<file path="src/verilog/css_pkg.sv">
// Package with constants and types for the configuration save/restore block
`default_nettype none
package css_pkg;
    // Number of user slots
    localparam int USER_SLOTS = 16;
    // Slot code width: 0 is factory, 1..16 are user slots
    localparam int SLOT_W = 5;
    // Factory slot code
    localparam logic [4:0] SLOT_FACTORY = 5'h00;
    // Top user slot code
    localparam logic [4:0] SLOT_LAST_USER = 5'h10;
    // Default slot selector after reset
    localparam logic [4:0] SEL_RST = 5'h00;
    // Factory boot choice value in a blank store
    localparam logic [4:0] BOOT_RST = 5'h00;
    // Register index width
    localparam int ADDR_W = 8;
    // Control register offsets
    localparam logic [7:0] OFS_SELECT = 8'h00;
    localparam logic [7:0] OFS_COMMAND = 8'h04;
    localparam logic [7:0] OFS_BOOT = 8'h08;
    localparam logic [7:0] OFS_STATUS = 8'h0c;
    // Live settings window base and word count
    localparam logic [7:0] OFS_LIVE_BASE = 8'h40;
    localparam int LIVE_WORDS = 8;
    // Command register bit positions
    localparam int CMD_STORE_BIT = 0;
    localparam int CMD_RESTORE_BIT = 1;
    // Status bit positions
    localparam int ST_BUSY_BIT = 0;
    localparam int ST_MATCH_BIT = 1;
    localparam int ST_REFUSED_BIT = 2;
    // Controller states
    typedef enum logic [2:0] {
        CSS_BOOT = 3'b000,
        CSS_BOOT_LOAD = 3'b001,
        CSS_IDLE = 3'b010,
        CSS_STORE = 3'b011,
        CSS_RESTORE = 3'b100
    } css_state_e;
endpackage
`default_nettype wire

</file>
<file path="src/verilog/css_nv_if.sv">
// Interface between the controller and the non-volatile slot store
`default_nettype none
interface css_nv_if #(
    parameter int SLOT_W = 5,
    parameter int IDX_W = 3,
    parameter int DATA_W = 32
);
    logic wr_en;
    logic [SLOT_W-1:0] slot;
    logic [IDX_W-1:0] idx;
    logic [DATA_W-1:0] wdata;
    logic [DATA_W-1:0] rdata;
    logic boot_wr;
    logic [SLOT_W-1:0] boot_wdata;
    logic [SLOT_W-1:0] boot_rdata;
    // Controller side
    modport ctrl (output wr_en, slot, idx, wdata, boot_wr, boot_wdata,
                  input rdata, boot_rdata);
    // Store side
    modport store (input wr_en, slot, idx, wdata, boot_wr, boot_wdata,
                   output rdata, boot_rdata);
endinterface
`default_nettype wire

</file>
<file path="src/verilog/css_nv_store.sv">
// Non-volatile slot memory model: factory, user slots and boot choice
`default_nettype none
module css_nv_store #(
    parameter int WORDS = 8,
    parameter int DATA_W = 32,
    parameter logic [DATA_W-1:0] FACTORY_WORD = 32'h0000_0000
) (
    // Clock
    input wire logic clk_i,
    // Port to the controller
    css_nv_if.store nv
);
    // Slot 0 is factory, 1..16 user; no reset, contents persist
    logic [DATA_W-1:0] mem [0:css_pkg::USER_SLOTS][0:WORDS-1];
    // Stored boot choice
    logic [css_pkg::SLOT_W-1:0] boot_r;

    // Shipped state: every slot equals factory, boot picks factory
    initial begin
        for (int s = 0; s <= css_pkg::USER_SLOTS; s++) begin
            for (int w = 0; w < WORDS; w++) begin
                mem[s][w] = FACTORY_WORD + DATA_W'(w);
            end
        end
        boot_r = css_pkg::BOOT_RST;
    end

    // Writes only land in user slots; factory is read only
    // Plain clocked process, as the contents are also preset at start
    always @(posedge clk_i) begin
        if (nv.wr_en && nv.slot != css_pkg::SLOT_FACTORY
            && nv.slot <= css_pkg::SLOT_LAST_USER) begin
            mem[nv.slot][nv.idx] <= nv.wdata;
        end
    end

    // Boot choice kept across resets, preset at start as well
    always @(posedge clk_i) begin
        if (nv.boot_wr) begin
            boot_r <= nv.boot_wdata;
        end
    end

    // Asynchronous read of selected word
    assign nv.rdata = mem[nv.slot][nv.idx];
    assign nv.boot_rdata = boot_r;
endmodule
`default_nettype wire

</file>
<file path="src/verilog/css_config_set.sv">
// Configuration save/restore controller with live settings and registers
//
// The register addresses and the strobed register port are this design's own decisions.
`default_nettype none
// How it works
// - Sixteen user slots plus read-only factory slot
// - Store copies all live words to slot
// - After store, live equals chosen slot
// - Restore overwrites live from selected slot
// - Factory restore accepted whenever idle
// - Reset loads boot-choice slot into live
// - Live settings volatile, lost on reset
// - Host writes change live settings immediately while idle; during a copy they are dropped
// - Shipped user slots equal factory slot
// - First power-up loads factory slot
module css_config_set #(
    parameter int WORDS = css_pkg::LIVE_WORDS,
    parameter int DATA_W = 32
) (
    // Clock and reset
    input wire logic clk_i,
    input wire logic rst_n_i,
    // Register port
    input wire logic [css_pkg::ADDR_W-1:0] addr_i,
    input wire logic [DATA_W-1:0] wdata_i,
    input wire logic wr_i,
    input wire logic rd_i,
    output logic [DATA_W-1:0] rdata_o,
    // Live settings to the rest of the device
    output logic [WORDS*DATA_W-1:0] live_o,
    // Controller state
    output logic busy_o,
    output logic live_valid_o
);
    // Copies move one word per cycle and commands are refused unless idle.
    // Live writes during a copy are dropped so the copy stays coherent.
    // The slot store is never reset, so a store survives rst_n_i.
    // Word index width and the last word of a copy
    localparam int IDX_W = $clog2(WORDS);
    localparam logic [IDX_W-1:0] IDX_LAST = IDX_W'(WORDS - 1);
    // Lowest slot code that takes a store
    localparam logic [css_pkg::SLOT_W-1:0] SLOT_USER1 = 5'h01;

    // Link to the slot store
    css_nv_if #(.SLOT_W(css_pkg::SLOT_W), .IDX_W(IDX_W),
                .DATA_W(DATA_W)) nv ();

    // Slot store instance
    css_nv_store #(.WORDS(WORDS), .DATA_W(DATA_W)) u_store (
        .clk_i(clk_i),
        .nv(nv.store)
    );

    // Live settings, volatile
    logic [DATA_W-1:0] live_r [0:WORDS-1];
    // Slot selector
    logic [css_pkg::SLOT_W-1:0] sel_r;
    // Slot being transferred
    logic [css_pkg::SLOT_W-1:0] op_slot_r;
    // Word counter for copies
    logic [IDX_W-1:0] idx_r;
    // Controller state
    css_pkg::css_state_e state_r;
    // Live matches a stored slot
    logic match_r;
    // Slot that live matches
    logic [css_pkg::SLOT_W-1:0] match_slot_r;
    // Last command refused
    logic refused_r;
    // Boot choice write pulse and value
    logic boot_wr_r;
    logic [css_pkg::SLOT_W-1:0] boot_wdata_r;
    // Read data register
    logic [DATA_W-1:0] rdata_r;
    // Live valid flag
    logic valid_r;

    // Write to the slot selector
    logic wr_sel;
    // Write to the command register
    logic wr_cmd;
    // Write to the boot choice
    logic wr_boot;
    // Write inside the live settings window
    logic wr_live;
    // Live word addressed by the bus
    logic [IDX_W-1:0] live_idx;
    // Store and restore bits of a command write
    logic cmd_store;
    logic cmd_restore;
    // Selector names a slot that can be read
    logic slot_ok;
    // Selector names a slot that can be written
    logic store_ok;
    // Command accepted this cycle, a copy starts
    logic start_ok;
    // Copy ends at this edge
    logic copy_last;
    // Next value of the busy output
    logic busy_nxt;

    // Address decode; the window is word aligned, low bits ignored
    always_comb begin
        // Register strobes
        wr_sel = wr_i && addr_i == css_pkg::OFS_SELECT;
        wr_cmd = wr_i && addr_i == css_pkg::OFS_COMMAND;
        wr_boot = wr_i && addr_i == css_pkg::OFS_BOOT;
        wr_live = wr_i && addr_i >= css_pkg::OFS_LIVE_BASE
            && addr_i < css_pkg::OFS_LIVE_BASE + 8'(WORDS * 4);
        live_idx = IDX_W'((addr_i - css_pkg::OFS_LIVE_BASE) >> 2);
        // Command bits, acted on only when idle
        cmd_store = wr_cmd && wdata_i[css_pkg::CMD_STORE_BIT];
        cmd_restore = wr_cmd && wdata_i[css_pkg::CMD_RESTORE_BIT];
        // Factory or user 1..16 is a valid restore source
        slot_ok = sel_r <= css_pkg::SLOT_LAST_USER;
        // Only user slots take a store; factory stays read only
        store_ok = sel_r >= SLOT_USER1
            && sel_r <= css_pkg::SLOT_LAST_USER;
        // Restore wins when both bits are set
        start_ok = state_r == css_pkg::CSS_IDLE
            && ((cmd_restore && slot_ok) || (cmd_store && store_ok));
    end

    // Busy follows the controller: high exactly while not idle
    always_comb begin
        // Last word of a boot copy, store or restore
        copy_last = state_r != css_pkg::CSS_IDLE
            && state_r != css_pkg::CSS_BOOT && idx_r == IDX_LAST;
        // A refused command never raises busy
        busy_nxt = start_ok
            || (state_r != css_pkg::CSS_IDLE && !copy_last);
    end

    // Store port drive
    // The slot follows op_slot_r, latched when a copy starts
    always_comb begin
        // Write enable only while storing
        nv.wr_en = state_r == css_pkg::CSS_STORE;
        nv.slot = op_slot_r;
        nv.idx = idx_r;
        nv.wdata = live_r[idx_r];
        nv.boot_wr = boot_wr_r;
        nv.boot_wdata = boot_wdata_r;
    end

    // Sequencer: boot load, store and restore copies
    always_ff @(posedge clk_i or negedge rst_n_i) begin
        if (!rst_n_i) begin
            // Start from the boot fetch; live is reloaded
            state_r <= css_pkg::CSS_BOOT;
            op_slot_r <= css_pkg::SLOT_FACTORY;
            idx_r <= '0;
        end else begin
            case (state_r)
                // Fetch boot choice after reset
                css_pkg::CSS_BOOT: begin
                    // The boot choice survives reset in the store
                    op_slot_r <= nv.boot_rdata;
                    idx_r <= '0;
                    state_r <= css_pkg::CSS_BOOT_LOAD;
                end
                // Copy boot slot into live
                css_pkg::CSS_BOOT_LOAD: begin
                    // Word idx_r is read from the boot slot this cycle
                    if (idx_r == IDX_LAST) begin
                        state_r <= css_pkg::CSS_IDLE;
                    end
                    idx_r <= idx_r + 1'b1;
                end
                // Accept commands; restore of factory is never gated
                css_pkg::CSS_IDLE: begin
                    idx_r <= '0;
                    // Latch the selector so a later write cannot move a copy
                    op_slot_r <= sel_r;
                    // Restore is checked first so it wins over store
                    if (cmd_restore && slot_ok) begin
                        state_r <= css_pkg::CSS_RESTORE;
                    end else if (cmd_store && store_ok) begin
                        state_r <= css_pkg::CSS_STORE;
                    end
                end
                // Copy words one per cycle, live to slot or slot to live
                // One word per cycle, the counter wraps to zero at the end
                css_pkg::CSS_STORE,
                css_pkg::CSS_RESTORE: begin
                    if (idx_r == IDX_LAST) begin
                        state_r <= css_pkg::CSS_IDLE;
                    end
                    idx_r <= idx_r + 1'b1;
                end
                default: begin
                    // Unused codes fall back to idle
                    state_r <= css_pkg::CSS_IDLE;
                end
            endcase
        end
    end

    // Live settings: cleared at reset, loaded by copies or host writes
    // Copies take priority; host writes only land while idle
    generate
        for (genvar g = 0; g < WORDS; g++) begin : g_live
            always_ff @(posedge clk_i or negedge rst_n_i) begin
                if (!rst_n_i) begin
                    // Unsaved changes are lost here
                    live_r[g] <= '0;
                end else if ((state_r == css_pkg::CSS_BOOT_LOAD
                    || state_r == css_pkg::CSS_RESTORE)
                    && idx_r == IDX_W'(g)) begin
                    live_r[g] <= nv.rdata;
                end else if (wr_live && state_r == css_pkg::CSS_IDLE
                    && live_idx == IDX_W'(g)) begin
                    // Host write lands at once; no slot is touched
                    live_r[g] <= wdata_i;
                end
            end
            // Flatten onto the live bus
            assign live_o[g*DATA_W +: DATA_W] = live_r[g];
        end
    endgenerate

    // Slot selector register
    // Reset returns to the factory slot
    always_ff @(posedge clk_i or negedge rst_n_i) begin
        if (!rst_n_i) begin
            sel_r <= css_pkg::SEL_RST;
        end else if (wr_sel) begin
            // Any code is kept; range is checked per command
            sel_r <= wdata_i[css_pkg::SLOT_W-1:0];
        end
    end

    // Boot choice update goes straight to the slot store
    always_ff @(posedge clk_i or negedge rst_n_i) begin
        if (!rst_n_i) begin
            boot_wr_r <= 1'b0;
            boot_wdata_r <= css_pkg::BOOT_RST;
        end else begin
            // Out-of-range choices are not written
            boot_wr_r <= wr_boot
                && wdata_i[css_pkg::SLOT_W-1:0] <= css_pkg::SLOT_LAST_USER;
            boot_wdata_r <= wdata_i[css_pkg::SLOT_W-1:0];
        end
    end

    // Tracks whether live equals a stored slot
    // Boot copy, store and restore all set it
    always_ff @(posedge clk_i or negedge rst_n_i) begin
        if (!rst_n_i) begin
            match_r <= 1'b0;
            match_slot_r <= css_pkg::SLOT_FACTORY;
        end else if (state_r != css_pkg::CSS_IDLE
            && state_r != css_pkg::CSS_BOOT && idx_r == IDX_LAST) begin
            // A finished copy makes live equal the slot
            match_r <= 1'b1;
            match_slot_r <= op_slot_r;
        end else if (wr_live && state_r == css_pkg::CSS_IDLE) begin
            // Any host edit breaks the match
            match_r <= 1'b0;
        end
    end

    // Refused command flag; a new command write updates it
    // Stays set until the next command write
    always_ff @(posedge clk_i or negedge rst_n_i) begin
        if (!rst_n_i) begin
            refused_r <= 1'b0;
        end else if (wr_cmd) begin
            // Busy, bad slot or store to factory
            refused_r <= (state_r != css_pkg::CSS_IDLE)
                || (cmd_restore && !slot_ok)
                || (!cmd_restore && cmd_store && !store_ok);
        end
    end

    // Live valid once the boot copy finished
    always_ff @(posedge clk_i or negedge rst_n_i) begin
        if (!rst_n_i) begin
            valid_r <= 1'b0;
        end else if (state_r == css_pkg::CSS_BOOT_LOAD
            && idx_r == IDX_LAST) begin
            // Stays high until the next reset
            valid_r <= 1'b1;
        end
    end

    // Busy output register, a registered copy of busy_nxt
    always_ff @(posedge clk_i or negedge rst_n_i) begin
        if (!rst_n_i) begin
            // Boot copy follows reset, so busy starts high
            busy_o <= 1'b1;
        end else begin
            busy_o <= busy_nxt;
        end
    end

    // Read data, valid the cycle after the strobe, zero otherwise
    always_ff @(posedge clk_i or negedge rst_n_i) begin
        if (!rst_n_i) begin
            rdata_r <= '0;
        end else if (rd_i) begin
            // Unmapped addresses read as zero
            rdata_r <= '0;
            case (addr_i)
                // Slot selector
                css_pkg::OFS_SELECT: begin
                    rdata_r <= DATA_W'(sel_r);
                end
                // Boot choice as held in the slot store
                css_pkg::OFS_BOOT: begin
                    rdata_r <= DATA_W'(nv.boot_rdata);
                end
                // Status: busy, match, refused and matched slot
                css_pkg::OFS_STATUS: begin
                    rdata_r[css_pkg::ST_BUSY_BIT] <=
                        state_r != css_pkg::CSS_IDLE;
                    rdata_r[css_pkg::ST_MATCH_BIT] <= match_r;
                    rdata_r[css_pkg::ST_REFUSED_BIT] <= refused_r;
                    rdata_r[12:8] <= match_slot_r;
                end
                // Live settings window, zero outside it
                default: begin
                    if (addr_i >= css_pkg::OFS_LIVE_BASE
                        && addr_i < css_pkg::OFS_LIVE_BASE
                        + 8'(WORDS * 4)) begin
                        rdata_r <= live_r[live_idx];
                    end
                end
            endcase
        end else begin
            // No strobe: the bus reads zero
            rdata_r <= '0;
        end
    end

    // Outputs from flip-flops
    assign rdata_o = rdata_r;
    assign live_valid_o = valid_r;
endmodule
`default_nettype wire

</file>
<file path="config.mk">
export PLATFORM = sky130hd
export DESIGN_NAME = css_config_set
export DESIGN_NICKNAME = d
export VERILOG_FILES = /design/src/verilog/css_pkg.sv /design/src/verilog/css_nv_if.sv /design/src/verilog/css_nv_store.sv /design/src/verilog/css_config_set.sv
export SDC_FILE = /design/constraint.sdc
export NUM_CORES = 2
export LEC_CHECK = 0
export BUFFER_PORTS_ARGS = -buffer_cell sky130_fd_sc_hd__buf_2
export CORE_ASPECT_RATIO = 1.4
export CORE_MARGIN = 4
export CORE_UTILIZATION = 25
export DETAILED_ROUTE_END_ITERATION = 10
export PLACE_DENSITY_LB_ADDON = 0.3
export SETUP_SLACK_MARGIN = 0.02
export SYNTH_ARGS = -nofsm -noshare
export SYNTH_HDL_FRONTEND = slang
export SYNTH_HIERARCHICAL = 1
export SYNTH_MEMORY_MAX_BITS = 65536
export SYNTH_SLANG_ARGS = --single-unit
</file>
<file path="constraint.sdc">
create_clock -name clk_i -period 4.59 [get_ports clk_i]
set_input_delay 0 -clock clk_i [delete_from_list [all_inputs] [get_ports clk_i]]
set_output_delay 0 -clock clk_i [all_outputs]
set_load 0.005 [all_outputs]
</file>
==> impl_metrics.ini <==
[run_status]
status = complete, no violations

[setup_path]
crit_chain = buf_12 > buf_4 > mux4_2 > a22oi_1 > nand2_1 > a21oi_1 > buf_4 > nand4_1 > mux2_2 > mux2_2
cp_slowest_cell = a21oi_1
cp.arrival_ps = 5440
slowest_delay_ps = 590
worstPathRequired_ps = 5490
cp_max_fo = 27
critPathCaptureType = flip-flop
start_kind = flip-flop
critPathKind = reg2reg

[clock_network]
ctsLongestPathBuffers = 5
path_clk_slew_ps = 70
tritoncts = yes
cts_resized = 0
clock_sinks = 4676
h-tree-depth = 5
cts-root-buf = clkbuf_16
clk_latency_ps = 1030
numCtsBuffers = 440

[place]
place.gp.congestion = 0.844
placed_area_um2 = 209000
hpwl_mm = 378
io_buffers = 333

[floorplanning]
coreArea_um2 = 750000
die_h_mm = 1.03
die_w_um = 741
die_area_um2 = 767000
ioPinCount = 334
start_util_pct = 25.1
rows = 376

[synth]
synth_mux_area_share_pct = 13.9
synthFlopType = edfxtp_1
synthSimpleGateAreaFrac_pct = 4.31
synth-edff-count = 4357
ys_ff_latch = 4676
synthXorXnorAreaFrac_pct = 0.0179
synth_top_family_by_area = multiplexers
netlist-cell-type-count = 70
netlist_instances = 11200
ys_warn_count = 6
synth_compound_area_share_pct = 6.24
avgSynthCellArea_um2 = 16.8
async_reset_ff_share_pct = 6.82
syn_area_um2 = 188000
synthAdderAreaFrac_pct = 0.0452
ys_seq_area_share_pct = 73.7

[routing]
num_vias = 108000
drt_pass1_iterations = 5
vias_per_cell = 4.79
route.detailed.drc = 0
detail_route.iter0.violations = 10100
drt-wirelength-per-cell_um = 27.2
antenna_left = 0
wl_mm = 615

[global_routing]
grt_max_degree = 137
grt_util_all_layers_pct = 15.5
grt_pass1_vias = 108000
overflow = 0
antenna_found_initial = 36
grt_pass1_wl_mm = 854

[sta]
maxSlewViolCount = 0
fin_setup_tns_ps = 0
worst_pin_slew_ps = 1320
relSlewSlack_pct = 11.7
fin_crit_sh_pct = 99.0
rsz0062_at_grt = no
hold_viol = 0
period_minus_slack_ps = 4550
skew_ps = 79.9
fmaxAchievable_ghz = 0.220
final-setup-viol-count = 0

[cells_and_area]
final_common_cell = edfxtp_1
fillCellCount = 74300
drive_gt1_share_pct = 18.6
final_area_um2 = 224000
final_core_util_pct = 29.8
final_nets = 12300
area_growth_pct = 18.7
layout_common_cells = edfxtp_1, mux2i_1, a21oi_1, a22oi_1, nand2_1

[job]
drv_cap = 0

[pwr]
ir_drop_v = 0.000956
p_leak_uw = 0.0757
p_per_area_nw_per_um2 = 688

[hold_path]
hp-class = in2reg
synthesized netlist by cell type, types with 3 or more instances:
| cell type | instances | share of area [%] |
|---|---|---|
| edfxtp_1 | 4357 | 69 |
| mux2i_1 | 1610 | 8.6 |
| a21oi_1 | 789 | 2.1 |
| a22oi_1 | 772 | 3.1 |
| nand2_1 | 764 | 1.5 |
| nand3_1 | 531 | 1.4 |
| mux4_2 | 380 | 4.5 |
| clkbuf_1 | 369 | 0.74 |
| nor2_1 | 332 | 0.66 |
| dfrtp_1 | 318 | 4.2 |
| buf_2 | 280 | 0.74 |
| mux2_2 | 123 | 0.74 |
| and3_1 | 70 | 0.23 |
| a221o_1 | 68 | 0.36 |
| a31oi_1 | 55 | 0.18 |
| buf_1 | 47 | 0.094 |
| a22o_1 | 39 | 0.18 |
| nand4_1 | 37 | 0.12 |
| a21o_1 | 32 | 0.13 |
| buf_4 | 26 | 0.10 |
| nor2b_1 | 16 | 0.053 |
| o22ai_1 | 15 | 0.050 |
| mux2_1 | 12 | 0.072 |
| nand2b_1 | 10 | 0.033 |
| o21ai_0 | 10 | 0.027 |
| or3_1 | 10 | 0.033 |
| and2_1 | 7 | 0.023 |
| nor3_1 | 7 | 0.019 |
| ha_1 | 6 | 0.040 |
| nand3b_1 | 6 | 0.024 |
| buf_6 | 5 | 0.030 |
| inv_1 | 5 | 0.010 |
| a2111oi_0 | 4 | 0.019 |
| a211oi_1 | 4 | 0.016 |
| nor3_2 | 4 | 0.021 |
| nor3b_1 | 4 | 0.016 |
| o221a_2 | 4 | 0.024 |
| a2bb2oi_1 | 3 | 0.014 |
| nor4_4 | 3 | 0.034 |
| or4_1 | 3 | 0.012 |
| or4b_1 | 3 | 0.016 |
metal layers:
layer  track usage (%)  share of wire, %
met1              18.9                39
met2              27.2                50
met3              1.82               5.2
met4              7.62               5.2
met5                 0             0.013
logic make-up (layout without fill, tap and decap cells):
| group | count (synthesis) | after routing |
|---|---|---|
| XOR/XNOR | 3 | 3 |
| AO/OA/AOI/OAI | 1808 | 1808 |
| adder cells (fa/ha/maj) | 7 | 7 |
| other | 1 | 284 |
| AND/OR/NAND/NOR | 1824 | 1824 |
| buffers and inverters | 734 | 1902 |
| flip-flops | 4676 | 4676 |
| multiplexers | 2125 | 2125 |
timing repair:
| item | 4_1_cts | 5_1_grt |
|---|---|---|
| hold endpoints to repair | 624 | 0 |
| hold buffers | 101 | 0 |
| endpoints found under the setup margin | 6 | 0 |
| buffers inserted | 7 | 0 |
area by class of cell:
class | count | area (µm²) | share of cell area (%)
antenna | 28 | 70.1 | 0.0313
timing repair buffer | 1112 | 9880 | 4.42
multi-input combinational | 6023 | 48600 | 21.7
tap | 10000 | 12500 | 5.61
clock inverter | 262 | 2200 | 0.984
inverter | 6 | 22.5 | 0.0101
sequential | 4676 | 139000 | 62.1
clock buffer | 522 | 11400 | 5.11
worst max-delay path: cells and delay by family (launching register included):
family	cells	cell delay [ps]
buf+inv	3	860
compound gates	2	950
flops	1	540
mux	3	1280
simple gates	2	730
power breakdown:
group	switching, µW	internal [µW]	total (µW)	leakage (µW)
clock network	16100	19500	35600	0.00669
registers	1390	60000	61400	0.0439
logic	40300	16500	56900	0.0252
total	57800	96100	154000	0.0757
final timing paths:
check	depth (start not counted)	startpoint	to	slack (ps)
hold / removal	3	wdata_i[1]	live_o[65]	70
setup reg to reg	10	nv.slot[0]	live_o[113]	40
setup / recovery	10	nv.slot[0]	live_o[113]	40
min in group asynchronous	4	rst_n_i	live_o[155]	160
hold reg to reg	0	boot_wdata_r[1]	u_store/nv.boot_rdata[1]	420
max in group asynchronous	4	rst_n_i	nv.slot[4]	3620
sequential cells by signal (all words and copies together) (netlist names):
name / cells
match_r: 1
idx_r: 3
refused_r: 1
live_o: 256
state_r: 3
u_store/mem: 4352
sel_r: 5
boot_wr_r: 1
boot_wdata_r: 5
busy_o: 1
match_slot_r: 5
rdata_o: 32
u_store/nv.boot_rdata: 5
live_valid_o: 1
nv.slot: 5
per-stage QoR:
stage | total power (µW) | std cells | hold slack, ps | setup WS, ps
floorplan | 91700 | 11400 | -296 | 832
finish | 154000 | 22600 | 72.6 | 45.0
global route | 159000 | 22600 | 41.7 | 43.0
global placement | 119000 | 21700 | 20.4 | -133
CTS | 155000 | 22600 | 0.461 | 177
detailed placement | 119000 | 21700 | 12.5 | -137
(Power assumes the default switching activity.)
